$ cat config.mk
export PLATFORM = sky130hd
export DESIGN_NAME = daisy_chain_frame_crc
export DESIGN_NICKNAME = d
export VERILOG_FILES = /design/src/core/frame_crc_pkg.sv /design/src/core/crc16_refl_engine.sv /design/src/core/daisy_chain_frame_crc.sv
export SDC_FILE = /design/constraint.sdc
export NUM_CORES = 1
export LEC_CHECK = 0
export ABC_AREA = 0
export ABC_CLOCK_PERIOD_IN_PS = 3000
export BUFFER_PORTS_ARGS = -buffer_cell sky130_fd_sc_hd__buf_2
export CAP_MARGIN = 20
export CORE_UTILIZATION = 52
export CTS_CLUSTER_SIZE = 14
export DETAILED_ROUTE_END_ITERATION = 7
export PLACE_DENSITY_LB_ADDON = 0.2
export REMOVE_ABC_BUFFERS = 1
export SETUP_SLACK_MARGIN = 0.4
export SYNTH_ARGS = -nofsm -noshare
export SYNTH_HDL_FRONTEND = slang
export SYNTH_SLANG_ARGS = --single-unit
export TNS_END_PERCENT = 50
$ cat constraint.sdc
create_clock -name clk_sys -period 3 [get_ports clk_sys]
set_input_delay 0.6 -clock clk_sys [delete_from_list [all_inputs] [get_ports clk_sys]]
set_output_delay 0.6 -clock clk_sys [all_outputs]
set_load 0.01 [all_outputs]
$ cat src/core/frame_crc_pkg.sv
package frame_crc_pkg;
  // initialization byte layout
  localparam int INIT_CLASS_BIT = 7;
  localparam int REQ_LSB = 4;
  localparam int REQ_W = 3;
  localparam int SIZE_W = 3;
  localparam int RSP_LEN_W = 7;
  localparam logic [2:0] REQ_SINGLE_RD = 3'h0;
  localparam logic [2:0] REQ_SINGLE_WR = 3'h1;
  localparam logic [7:0] RD_INIT_BYTE = 8'h80;
  localparam logic [3:0] WR_INIT_HI = 4'h9;
  localparam int MAX_WR_BYTES = 8;
  localparam int WR_IDX_W = 3;
  localparam int RD_CNT_W = 7;
  // crc: reflected form of x^16+x^15+x^2+1, preset all ones
  localparam logic [15:0] CRC_PRESET = 16'hFFFF;
  localparam logic [15:0] CRC_POLY_REFL = 16'hA001;
  localparam logic [15:0] CRC_GOOD = 16'h0000;
  // reset values
  localparam logic [7:0] BYTE_RST = 8'h00;
  localparam logic [15:0] ADDR_RST = 16'h0000;

  typedef enum logic [2:0] {
    RX_INIT = 3'b000,
    RX_DEV = 3'b001,
    RX_AHI = 3'b011,
    RX_ALO = 3'b010,
    RX_DATA = 3'b110,
    RX_CRC0 = 3'b111,
    RX_CRC1 = 3'b101
  } rx_state_t;

  typedef enum logic [2:0] {
    RS_IDLE = 3'b000,
    RS_HDR = 3'b001,
    RS_RD = 3'b011,
    RS_WAIT = 3'b010,
    RS_EMIT = 3'b110,
    RS_CRC0 = 3'b111,
    RS_CRC1 = 3'b101
  } rsp_state_t;
endpackage : frame_crc_pkg

$ cat src/core/crc16_refl_engine.sv
module crc16_refl_engine
  import frame_crc_pkg::*;
(
  // clock and reset
  input wire logic clk_sys,
  input wire logic rst_b,
  input wire logic clk_en,
  // byte stream
  input wire logic byte_valid,
  input wire logic first_byte,
  input wire logic [7:0] byte_data,
  // remainder, in reflected register order
  output logic [15:0] crc_q
);
  // shifting right walks each byte lsb first, so no bit reversal is needed
  function automatic logic [15:0] step8(input logic [15:0] c,
                                         input logic [7:0] b);
    logic [15:0] r;
    r = c ^ {8'h00, b};
    for (int i = 0; i < 8; i++) begin
      r = r[0] ? ((r >> 1) ^ CRC_POLY_REFL) : (r >> 1);
    end
    return r;
  endfunction : step8

  // preset folds the ones into the first 16 bits; no zero tail is shifted
  // in, so the register is the final remainder both when generating and
  // when checking a frame with its crc appended
  always_ff @(posedge clk_sys or negedge rst_b) begin
    if (!rst_b) begin
      crc_q <= CRC_PRESET;
    end else if (clk_en && byte_valid) begin
      crc_q <= step8(first_byte ? CRC_PRESET : crc_q, byte_data);
    end
  end
endmodule : crc16_refl_engine

$ cat src/core/daisy_chain_frame_crc.sv
module daisy_chain_frame_crc
  import frame_crc_pkg::*;
(
  // clock and reset
  input wire logic clk_sys,
  input wire logic rst_b,
  input wire logic clk_en,
  // configuration
  input wire logic [7:0] dev_addr,
  input wire logic dev_addr_set,
  // received chain bytes
  input wire logic rx_valid,
  input wire logic [7:0] rx_data,
  // forwarded chain bytes
  output logic fwd_valid_q,
  output logic [7:0] fwd_data_q,
  // register write port
  output logic reg_wr_en_q,
  output logic [15:0] reg_wr_addr_q,
  output logic [7:0] reg_wr_data_q,
  // register read port, data valid the cycle after the strobe
  output logic reg_rd_en_q,
  output logic [15:0] reg_rd_addr_q,
  input wire logic [7:0] reg_rd_data,
  // response bytes
  output logic rsp_valid_q,
  output logic [7:0] rsp_data_q,
  // status
  output logic frame_ok_q,
  output logic frame_bad_q,
  output logic crc_fault_q,
  input wire logic crc_fault_clr
);
  import frame_crc_pkg::*;

  function automatic logic [REQ_W-1:0] req_of(input logic [7:0] b);
    return b[REQ_LSB +: REQ_W];
  endfunction : req_of

  function automatic logic has_dev_field(input logic [7:0] b);
    return !b[INIT_CLASS_BIT] || (req_of(b) == REQ_SINGLE_RD) ||
           (req_of(b) == REQ_SINGLE_WR);
  endfunction : has_dev_field

  // data bytes minus one: response length, write count, or one byte
  function automatic logic [RD_CNT_W-1:0] data_len_m1(input logic [7:0] b);
    if (!b[INIT_CLASS_BIT]) begin
      return b[RSP_LEN_W-1:0];
    end else if (b[REQ_LSB]) begin
      return {{(RD_CNT_W-SIZE_W){1'b0}}, b[SIZE_W-1:0]};
    end
    return '0;
  endfunction : data_len_m1

  rx_state_t rx_q;
  logic [7:0] init_q;
  logic [7:0] fdev_q;
  logic [15:0] faddr_q;
  logic [RD_CNT_W-1:0] left_q;
  logic [RD_CNT_W-1:0] rd_cnt_q;
  logic [7:0] wbuf_q [MAX_WR_BYTES];
  logic [WR_IDX_W-1:0] widx_q;
  logic done_q;
  logic rx_crc_first;
  logic [15:0] rx_crc;

  assign rx_crc_first = (rx_q == RX_INIT);

  crc16_refl_engine u_rx_crc (
    .clk_sys(clk_sys),
    .rst_b(rst_b),
    .clk_en(clk_en),
    .byte_valid(rx_valid),
    .first_byte(rx_crc_first),
    .byte_data(rx_data),
    .crc_q(rx_crc)
  );

  // every byte is passed on, one cycle late, whatever it addresses
  always_ff @(posedge clk_sys or negedge rst_b) begin
    if (!rst_b) begin
      fwd_valid_q <= 1'b0;
      fwd_data_q <= BYTE_RST;
    end else if (clk_en) begin
      fwd_valid_q <= rx_valid;
      fwd_data_q <= rx_valid ? rx_data : fwd_data_q;
    end
  end

  // frame parser; lengths come from the initialization byte
  always_ff @(posedge clk_sys or negedge rst_b) begin
    if (!rst_b) begin
      rx_q <= RX_INIT;
      init_q <= BYTE_RST;
      fdev_q <= BYTE_RST;
      faddr_q <= ADDR_RST;
      left_q <= '0;
      rd_cnt_q <= '0;
      widx_q <= '0;
      done_q <= 1'b0;
    end else if (clk_en) begin
      done_q <= 1'b0;
      if (rx_valid) begin
        case (rx_q)
          RX_INIT: begin
            init_q <= rx_data;
            left_q <= data_len_m1(rx_data);
            widx_q <= '0;
            rx_q <= has_dev_field(rx_data) ? RX_DEV : RX_AHI;
          end
          RX_DEV: begin
            fdev_q <= rx_data;
            rx_q <= RX_AHI;
          end
          RX_AHI: begin
            faddr_q[15:8] <= rx_data;
            rx_q <= RX_ALO;
          end
          RX_ALO: begin
            faddr_q[7:0] <= rx_data;
            rx_q <= RX_DATA;
          end
          RX_DATA: begin
            wbuf_q[widx_q] <= rx_data;
            widx_q <= widx_q + 1'b1;
            rd_cnt_q <= rx_data[RD_CNT_W-1:0];
            left_q <= left_q - 1'b1;
            if (left_q == '0) begin
              rx_q <= RX_CRC0;
            end
          end
          RX_CRC0: begin
            rx_q <= RX_CRC1;
          end
          RX_CRC1: begin
            rx_q <= RX_INIT;
            done_q <= 1'b1;
          end
          default: begin
            rx_q <= RX_INIT;
          end
        endcase
      end
    end
  end

  logic crc_good;
  logic is_cmd;
  logic addr_hit;
  logic do_write;
  logic do_read;

  // the engine has already taken the last crc byte when done_q is high
  assign crc_good = (rx_crc == CRC_GOOD);
  assign is_cmd = init_q[INIT_CLASS_BIT];
  assign addr_hit = dev_addr_set && (fdev_q == dev_addr);
  assign do_write = done_q && crc_good && is_cmd && addr_hit &&
                    (req_of(init_q) == REQ_SINGLE_WR);
  assign do_read = done_q && crc_good && addr_hit &&
                   (init_q == RD_INIT_BYTE);

  // status pulses and sticky fault; a new error wins over a clear
  always_ff @(posedge clk_sys or negedge rst_b) begin
    if (!rst_b) begin
      frame_ok_q <= 1'b0;
      frame_bad_q <= 1'b0;
      crc_fault_q <= 1'b0;
    end else if (clk_en) begin
      frame_ok_q <= done_q && crc_good;
      frame_bad_q <= done_q && !crc_good;
      if (done_q && !crc_good) begin
        crc_fault_q <= 1'b1;
      end else if (crc_fault_clr) begin
        crc_fault_q <= 1'b0;
      end
    end
  end

  // write burst; the 3-bit count field cannot exceed eight bytes
  logic wr_busy_q;
  logic [WR_IDX_W-1:0] wr_pos_q;
  logic [WR_IDX_W-1:0] wr_last_q;

  always_ff @(posedge clk_sys or negedge rst_b) begin
    if (!rst_b) begin
      wr_busy_q <= 1'b0;
      wr_pos_q <= '0;
      wr_last_q <= '0;
      reg_wr_en_q <= 1'b0;
      reg_wr_addr_q <= ADDR_RST;
      reg_wr_data_q <= BYTE_RST;
    end else if (clk_en) begin
      reg_wr_en_q <= 1'b0;
      if (do_write && !wr_busy_q) begin
        wr_busy_q <= 1'b1;
        wr_pos_q <= '0;
        wr_last_q <= init_q[SIZE_W-1:0];
      end else if (wr_busy_q) begin
        reg_wr_en_q <= 1'b1;
        reg_wr_addr_q <= faddr_q + {{(16-WR_IDX_W){1'b0}}, wr_pos_q};
        reg_wr_data_q <= wbuf_q[wr_pos_q];
        wr_pos_q <= wr_pos_q + 1'b1;
        if (wr_pos_q == wr_last_q) begin
          wr_busy_q <= 1'b0;
        end
      end
    end
  end

  // read response: header, register bytes, then crc
  rsp_state_t rs_q;
  logic [1:0] hdr_q;
  logic [RD_CNT_W-1:0] rs_left_q;
  logic [RD_CNT_W-1:0] rs_len_q;
  logic [15:0] rs_addr_q;
  logic [15:0] rs_base_q;
  logic [7:0] rs_dev_q;
  logic tx_crc_first;
  logic tx_feed;
  logic [7:0] tx_byte;
  logic [15:0] tx_crc;

  function automatic logic [7:0] hdr_byte(input logic [1:0] i,
                                          input logic [RD_CNT_W-1:0] n,
                                          input logic [7:0] d,
                                          input logic [15:0] a);
    case (i)
      2'h0: return {1'b0, n};
      2'h1: return d;
      2'h2: return a[15:8];
      default: return a[7:0];
    endcase
  endfunction : hdr_byte

  assign tx_feed = (rs_q == RS_HDR) || (rs_q == RS_EMIT);
  assign tx_crc_first = (rs_q == RS_HDR) && (hdr_q == 2'h0);
  assign tx_byte = (rs_q == RS_HDR) ?
                   hdr_byte(hdr_q, rs_len_q, rs_dev_q, rs_base_q) :
                   reg_rd_data;

  crc16_refl_engine u_tx_crc (
    .clk_sys(clk_sys),
    .rst_b(rst_b),
    .clk_en(clk_en),
    .byte_valid(tx_feed),
    .first_byte(tx_crc_first),
    .byte_data(tx_byte),
    .crc_q(tx_crc)
  );

  // one read at a time; a read arriving while answering is dropped,
  // since the chain cannot carry two answers from one device anyway
  always_ff @(posedge clk_sys or negedge rst_b) begin
    if (!rst_b) begin
      rs_q <= RS_IDLE;
      hdr_q <= 2'h0;
      rs_left_q <= '0;
      rs_len_q <= '0;
      rs_addr_q <= ADDR_RST;
      rs_base_q <= ADDR_RST;
      rs_dev_q <= BYTE_RST;
      rsp_valid_q <= 1'b0;
      rsp_data_q <= BYTE_RST;
      reg_rd_en_q <= 1'b0;
      reg_rd_addr_q <= ADDR_RST;
    end else if (clk_en) begin
      rsp_valid_q <= 1'b0;
      reg_rd_en_q <= 1'b0;
      case (rs_q)
        RS_IDLE: begin
          if (do_read) begin
            rs_len_q <= rd_cnt_q;
            rs_left_q <= rd_cnt_q;
            rs_base_q <= faddr_q;
            rs_addr_q <= faddr_q;
            rs_dev_q <= dev_addr;
            hdr_q <= 2'h0;
            rs_q <= RS_HDR;
          end
        end
        RS_HDR: begin
          rsp_valid_q <= 1'b1;
          rsp_data_q <= tx_byte;
          hdr_q <= hdr_q + 1'b1;
          if (hdr_q == 2'h3) begin
            rs_q <= RS_RD;
          end
        end
        RS_RD: begin
          reg_rd_en_q <= 1'b1;
          reg_rd_addr_q <= rs_addr_q;
          rs_q <= RS_WAIT;
        end
        RS_WAIT: begin
          rs_q <= RS_EMIT;
        end
        RS_EMIT: begin
          rsp_valid_q <= 1'b1;
          rsp_data_q <= reg_rd_data;
          rs_addr_q <= rs_addr_q + 1'b1;
          rs_left_q <= rs_left_q - 1'b1;
          rs_q <= (rs_left_q == '0) ? RS_CRC0 : RS_RD;
        end
        RS_CRC0: begin
          rsp_valid_q <= 1'b1;
          rsp_data_q <= tx_crc[7:0];
          rs_q <= RS_CRC1;
        end
        RS_CRC1: begin
          rsp_valid_q <= 1'b1;
          rsp_data_q <= tx_crc[15:8];
          rs_q <= RS_IDLE;
        end
        default: begin
          rs_q <= RS_IDLE;
        end
      endcase
    end
  end
endmodule : daisy_chain_frame_crc

==> results of run 1 <==
-- cell type report --
type / count / area [sq um] / area share (%)
Inverter: 27 / 104 / 0.673
Clock buffer: 41 / 852 / 5.52
Timing Repair Buffer: 150 / 921 / 5.96
Tap cell: 330 / 413 / 2.67
Sequential cell: 278 / 7320 / 47.4
Multi-Input combinational cell: 844 / 5700 / 36.9
Clock inverter: 14 / 135 / 0.875
-- state kept, by name, indices dropped and copies added (netlist names), 16 cells and up, named ones only --
signal,count
faddr_q,16
reg_rd_addr_q,16
reg_wr_addr_q,16
rs_addr_q,16
rs_base_q,16
u_rx_crc.crc_q,16
u_tx_crc.crc_q,16
wbuf_q,64
-- logic make-up (layout without fill, tap and decap cells) --
logic type,after synthesis,in the layout
buf+inv,99,232
mux,108,108
fa+ha+maj,15,15
flops,278,278
simple gates,393,393
xor+xnor,80,80
compound gates,248,248
-- synth_stat cells (all sizes together) (2+ instances only) --
master	number	area, sq um
ha	14	175
a22oi	7	52.6
dfstp	32	841
a311oi	2	23.8
a21oi	55	275
clkbuf	61	229
nand2b	6	37.5
a211oi	2	20.0
nor2	74	278
nand2	203	762
nor4bb	2	20.0
a22o	4	35.0
mux4	16	360
xor2	30	289
xnor2	50	453
mux2i	12	120
or2	2	12.5
nor4	8	50.1
nor3	17	85.1
o22ai	9	56.3
buf	11	70.1
nor2b	9	56.3
o21ai	135	676
nor3b	5	48.8
dfrtp	182	4550
nor4b	2	30.0
or3b	2	20.0
a211o	2	17.5
nand3	22	120
and2	8	50.1
nand3b	5	37.5
o211ai	4	30.0
mux2	80	901
a222oi	6	60.1
edfxtp	64	1920
and3	14	87.6
nand4	6	37.5
or3	5	31.3
a221oi	3	26.3
a31oi	7	43.8
inv	27	101
-- placed cells by master (no fill, tap or decap), types with 28 or more instances in the layout --
master / synthesis / routed
buf_4: 2 / 56
a21oi_1: 55 / 50
nand2_1: 203 / 202
buf_2: 5 / 91
dfrtp_1: 182 / 180
xor2_1: 28 / 28
o21ai_0: 123 / 123
edfxtp_1: 64 / 64
clkbuf_16: 0 / 30
mux2_2: 80 / 80
nor2_1: 74 / 74
xnor2_1: 48 / 48
dfstp_2: 32 / 32
-- critical path, stage by stage, from the launching register on --
cell      delay, ns
dfrtp_2        0.43
inv_4          0.07
ha_4           0.19
a222oi_1       0.55
a21oi_2        0.17
a311oi_2       0.28
nand3_2        0.19
xnor2_4        0.22
xor2_1         0.19
xnor2_1        0.14
o21ai_1        0.07
-- metal layers --
layer | up-vias | GRT usage, % | share of wire (%)
met2 | 232 | 39.3 | 47
met5 | - | 0 | 0
li1 | 4516 | - | -
met3 | 44 | 3.40 | 5.2
met1 | 4724 | 36.4 | 46
met4 | 0 | 6.17 | 1.9
-- report_power, final --
part / total, mW / internal, mW / switching, mW / leakage, nW
Combinational: 4.77 / 2.16 / 2.62 / 2.95
Clock: 3.67 / 2.15 / 1.51 / 0.491
Sequential: 5.79 / 4.89 / 0.909 / 3.29
Total: 14.2 / 9.19 / 5.04 / 6.73
-- per-stage QoR --
stage | hold slack (ns) | util [%] | instances | total power, mW | setup TNS (ns)
floorplan | 0.304 | - | 1149 | 8.93 | -1.73
global placement | 0.452 | 56.6 | 1617 | 10.2 | 0
detailed placement | 0.458 | 56.7 | 1618 | 10.4 | 0
CTS | 0.281 | 61.1 | 1678 | 14.2 | 0
global route | 0.280 | 61.5 | 1684 | 15.1 | 0
finish | 0.299 | 61.5 | 1684 | 14.2 | 0
-- what timing repair did --
action	in CTS	in global routing
gates resized for setup	13	13
endpoints found under the setup margin	31	28
setup buffers	4	5
pin swaps	11	12
endpoints found under the hold margin	21	0
hold buffers	1	0
-- worst paths after layout --
check                                endpoint  slack (ns)  cells past startpoint
max                        u_tx_crc.crc_q[15]        0.41                     10
max in group asynchronous    reg_wr_addr_q[9]        1.54                      3
min                               crc_fault_q        0.30                      4
min in group asynchronous    reg_wr_data_q[0]        0.50                      2
min reg2reg                     fwd_data_q[1]        0.47                      2
max reg2reg                u_tx_crc.crc_q[15]        0.41                     10
==> out/qor.yml, run 1 <==
crit_fanout: 8
end_kind: "flop"
critPathKind: "reg2reg"
root_buffer: "clkbuf_16"
ios: 93
post_route_cells_drive_above_1_share_pct: 26.6
critPathLaunch: "hdr_q[0]"
final_cell_area_sq_mm: 0.0154
synth_warnings: 0
clockBufferDepth: 3
final.fill_count: 2106
synth_adder_area_share_pct: 1.47
grt_max_degree: 127
hpwlAfterDp_mm: 21.1
via_per_inst: 5.65
hold_path_class: "in2reg"
clock-skew-final_ns: 0.0125
dpl_cell_area_sq_mm: 0.0142
peakVddDrop_mv: 0.552
period_minus_slack_ns: 2.59
grt_pass1_wl_mm: 51.5
route.detailed.drc: 0
syn_area_sq_mm: 0.0133
required_ns: 3.47
r2r-start: "hdr_q[0]"
synth-compound-area-share_pct: 10.9
cp.arrival_ns: 3.06
synth_top_family_by_area: "simple AND/OR/NAND/NOR gates"
numCtsBuffers: 30
synthXorXnorAreaFrac_pct: 5.59
io_buffer_count: 92
yosys.area_share.simple_pct: 13.5
first_pass_iters: 8
clk_pin_slew_worst_paths_ns: 0.06
fmax_mhz: 386
syn_area_per_cell_sq_um: 10.9
pre_cts_ws_ns: 0.167
synth_cell_types: 71
track_usage_pct: 24.9
wl_per_cell_microns: 18.8
worstHoldStart: "crc_fault_clr"
synth_edf_count: 64
power_density_mw_per_mm2: 922
htree_levels: 1
grt_pass1_vias: 9446
hold_viol: 0
fin_ws_ns: 0.411
status: "completed"
antenna_found_initial: 0
muxShareOfSynthArea_pct: 10.4
drt_iter0_drc: 992
rsz0062_at_grt: "true"
maxSlewViolCount: 0
ys_seq_area_share_pct: 55.1
synth_seq_cells: 278
finalNetCount: 1376
async_flop_share_pct: 77.0
die_w_microns: 162
synth-main-ff-cell: "dfrtp_1"
slew_headroom_pct: 53.9
dieArea_sq_mm: 0.0262
grt-ovfl-total: 0
routabilityCongestion: 0.868
min_period_over_period_pct: 86.3
cp-start-kind: "flop"
power.leakage_nw: 6.73
drt_wl_total_mm: 31.6
cts.sinks: 278
initial_core_util_pct: 52.9
cap_violations: 0
cts_tree: "done"
coreArea_sq_mm: 0.0251
ant_nets: 0
rows: 58
clk_latency_ns: 0.56
die_height_microns: 162
syn_inst: 1221
tightest_slew_ns: 0.691
setup_violations: 0
diodes: 0
vias: 9516
syn2layout_area_growth_pct: 16.3
Power figures use the tool's default switching activity.
==> run 2: changes to the inputs <==
--- a/config.mk
+++ b/config.mk
@@ -5,7 +5,7 @@
 export SDC_FILE = /design/constraint.sdc
 export NUM_CORES = 1
 export LEC_CHECK = 0
-export ABC_AREA = 0
+export ABC_AREA = 1
 export ABC_CLOCK_PERIOD_IN_PS = 3000
 export BUFFER_PORTS_ARGS = -buffer_cell sky130_fd_sc_hd__buf_2
 export CAP_MARGIN = 20
==> run 2 against run 1 <==
Effect of this change: hold slack lost 0.0098 ns; die area grew 1.0%; sequential power shrank 10%; critical endpoint is now left_q[2]; highest routed layer unchanged.
==> out/qor.yml, run 2 <==
largest-register: "wbuf_q"
required_ns: 3.42
root_buffer: "clkbuf_16"
slew_headroom_pct: 56.5
crit_fanout: 18
end_kind: "flop"
rows: 58
stdcell_count: 1970
via_per_inst: 5.40
syn_area_per_cell_sq_um: 8.84
htree_levels: 1
post_route_cells_drive_above_1_share_pct: 16.5
placed_cells_incl_taps: 1913
die_w_microns: 163
ys_top_cells_by_count: "nand2_1 (416), o21ai_0 (195), dfrtp_1 (182), inv_1 (141), nor2_1 (74)"
synth_warnings: 0
initial_core_util_pct: 53.1
reg2reg_to: "left_q[2]"
ios: 93
period_minus_slack_ns: 2.44
tightest_slew_ns: 0.649
dpl_cell_area_sq_mm: 0.0143
power_density_mw_per_mm2: 779
vias: 10600
finalNetCount: 1662
layout_commonest_cell: "nand2_1"
seq_power_share_pct: 43.6
fin_setup_tns_ns: 0
power.leakage_nw: 7.25
setup_violations: 0
cts.sinks: 278
diodes: 0
coreArea_sq_mm: 0.0253
p_sw_mw: 4.01
clk_latency_ns: 0.56
drt_wl_total_mm: 32.3
synth_top_area_share_pct: 34.0
synth_cell_types: 52
cts_tree: "done"
fmax_mhz: 410
hold_path_class: "in2reg"
die_height_microns: 163
r2r-start: "rx_q[0]"
hpwlAfterDp_mm: 22.3
synth_top_area_cell: "dfrtp_1"
syn_area_sq_mm: 0.0134
critPathKind: "reg2reg"
first_pass_iters: 5
drt_iter0_drc: 755
grt_pass1_vias: 10000
synth_seq_cells: 278
final_util_pct: 60.8
clk_pin_slew_worst_paths_ns: 0.06
antenna_found_initial: 0
cpPeakStageDelay_ns: 0.46
final_cell_area_sq_mm: 0.0154
critPathCapture: "left_q[2]"
synth_edf_count: 64
final_cell_mix: "nand2_1 (416), o21ai_0 (195), dfrtp_1 (182), inv_1 (141), buf_2 (91)"
p_int_mw: 7.95
clock-skew-final_ns: 0.00969
numCtsBuffers: 29
min_period_over_period_pct: 81.4
rsz0062_at_grt: "true"
clockPowerShare_pct: 29.9
largest_register_ff_count: 64
crit_path_frequent_cell: "nand2_1"
whs_ns: 0.289
r2r_slack_ns: 0.56
synth-main-ff-cell: "dfrtp_1"
clockBufferDepth: 3
combPwrFrac_pct: 26.5
critPathLaunch: "rx_q[0]"
syn_inst: 1518
swShare_pct: 33.5
path_cells: "inv_1 > nand2_1 > inv_1 > nand2_1 > nand2_1 > nand2_1 > o21ai_0"
finalPower_mw: 12.0
async_flop_share_pct: 77.0
maxSlewViolCount: 0
cp-start-kind: "flop"
route.detailed.drc: 0
dieArea_sq_mm: 0.0264
hold_viol: 0
ys_seq_area_share_pct: 54.6
grt-ovfl-total: 0
peakVddDrop_mv: 0.544
fin_ws_ns: 0.559
cp.arrival_ns: 2.86
rr_worst_depth: 7
ant_nets: 0
track_usage_pct: 24.9
grt_pass1_wl_mm: 51.9
syn2layout_area_growth_pct: 14.5
critPathSlowestCell: "nand2_1"
routabilityCongestion: 0.870
io_buffer_count: 92
status: "completed"
cap_violations: 0
synth.area.top_cells: "dfrtp_1 (34%), edfxtp_1 (14%), nand2_1 (12%)"
pre_cts_ws_ns: 0.421
grt_max_degree: 85
wl_per_cell_microns: 16.4
synth_most_common_cell: "nand2_1"
==> run 2: cell count changes in the layout (fill, tap and decap cells not counted), sizes merged, moves of 35 or more <==
cell,change
nand2,+230
inv,+124
nand3,+49
o21ai,+84
mux2,-68
xnor2,-35
==> run 2: cell families after synthesis <==
logic type      count (synthesis)  synth area share (%)
flops                         278                  54.6
fa+ha+maj                      15                  1.46
buf+inv                       213                  6.21
xor+xnor                       54                  3.81
mux                            28                  2.20
simple gates                  612                  19.1
compound gates                318                  12.7
==> run 2: power groups by stage <==
stage | sequential [mW] | clock, mW | combinational [mW]
2_1_floorplan | 5.15 | 0 | 2.33
3_3_place_gp | 5.23 | 0 | 3.00
3_5_place_dp | 5.26 | 0 | 3.11
4_1_cts | 5.20 | 3.64 | 3.13
5_1_grt | 5.29 | 3.80 | 3.65
6_report | 5.21 | 3.58 | 3.17
==> run 2: how the worst min path moves through the flow <==
stage	start	to	slack [ns]	cells after the start
CTS	crc_fault_clr	crc_fault_q	0.28	4
finish	crc_fault_clr	crc_fault_q	0.29	4
global route	crc_fault_clr	crc_fault_q	0.30	4
global placement	init_q[6]	init_q[6]	0.46	2
floorplan	rst_b	async pin	0.30	0
detailed placement	reg_wr_data_q[2]	reg_wr_data_q[2]	0.46	2
==> run 2: per-layer routing <==
layer / vias to the layer above / global-route usage (%) / wire length [microns]
met1: 5120 / 34.3 / 14500
met5: - / 0 / 0
met2: 279 / 41.4 / 15500
met3: 47 / 2.98 / 1500
met4: 0 / 7.48 / 840
li1: 5192 / - / -
==> run 2: area by class of cell <==
cell class / instances / area, sq um
multi-input cells: 1027 / 5320
repair buffers: 126 / 766
inverters: 155 / 582
flip-flops and latches: 278 / 7320
fillers: 2209 / 9900
clock buffers: 46 / 880
clock inverters: 8 / 85.1
well taps: 330 / 413
==> run 2: worst max-delay path: cells and delay by family (launching register included) <==
kind / cells / cell delay (ns)
buffers and inverters: 2 / 0.35
AO/OA/AOI/OAI: 1 / 0.09
AND/OR/NAND/NOR: 4 / 1.42
flip-flops: 1 / 0.44
==> run 2: what timing repair did <==
action | 4_1_cts | 5_1_grt
hold buffers | 1 | 0
resized for setup | 0 | 10
endpoints found under the hold margin | 32 | 0
setup buffers | 0 | 2
endpoints found under the setup margin | 0 | 30
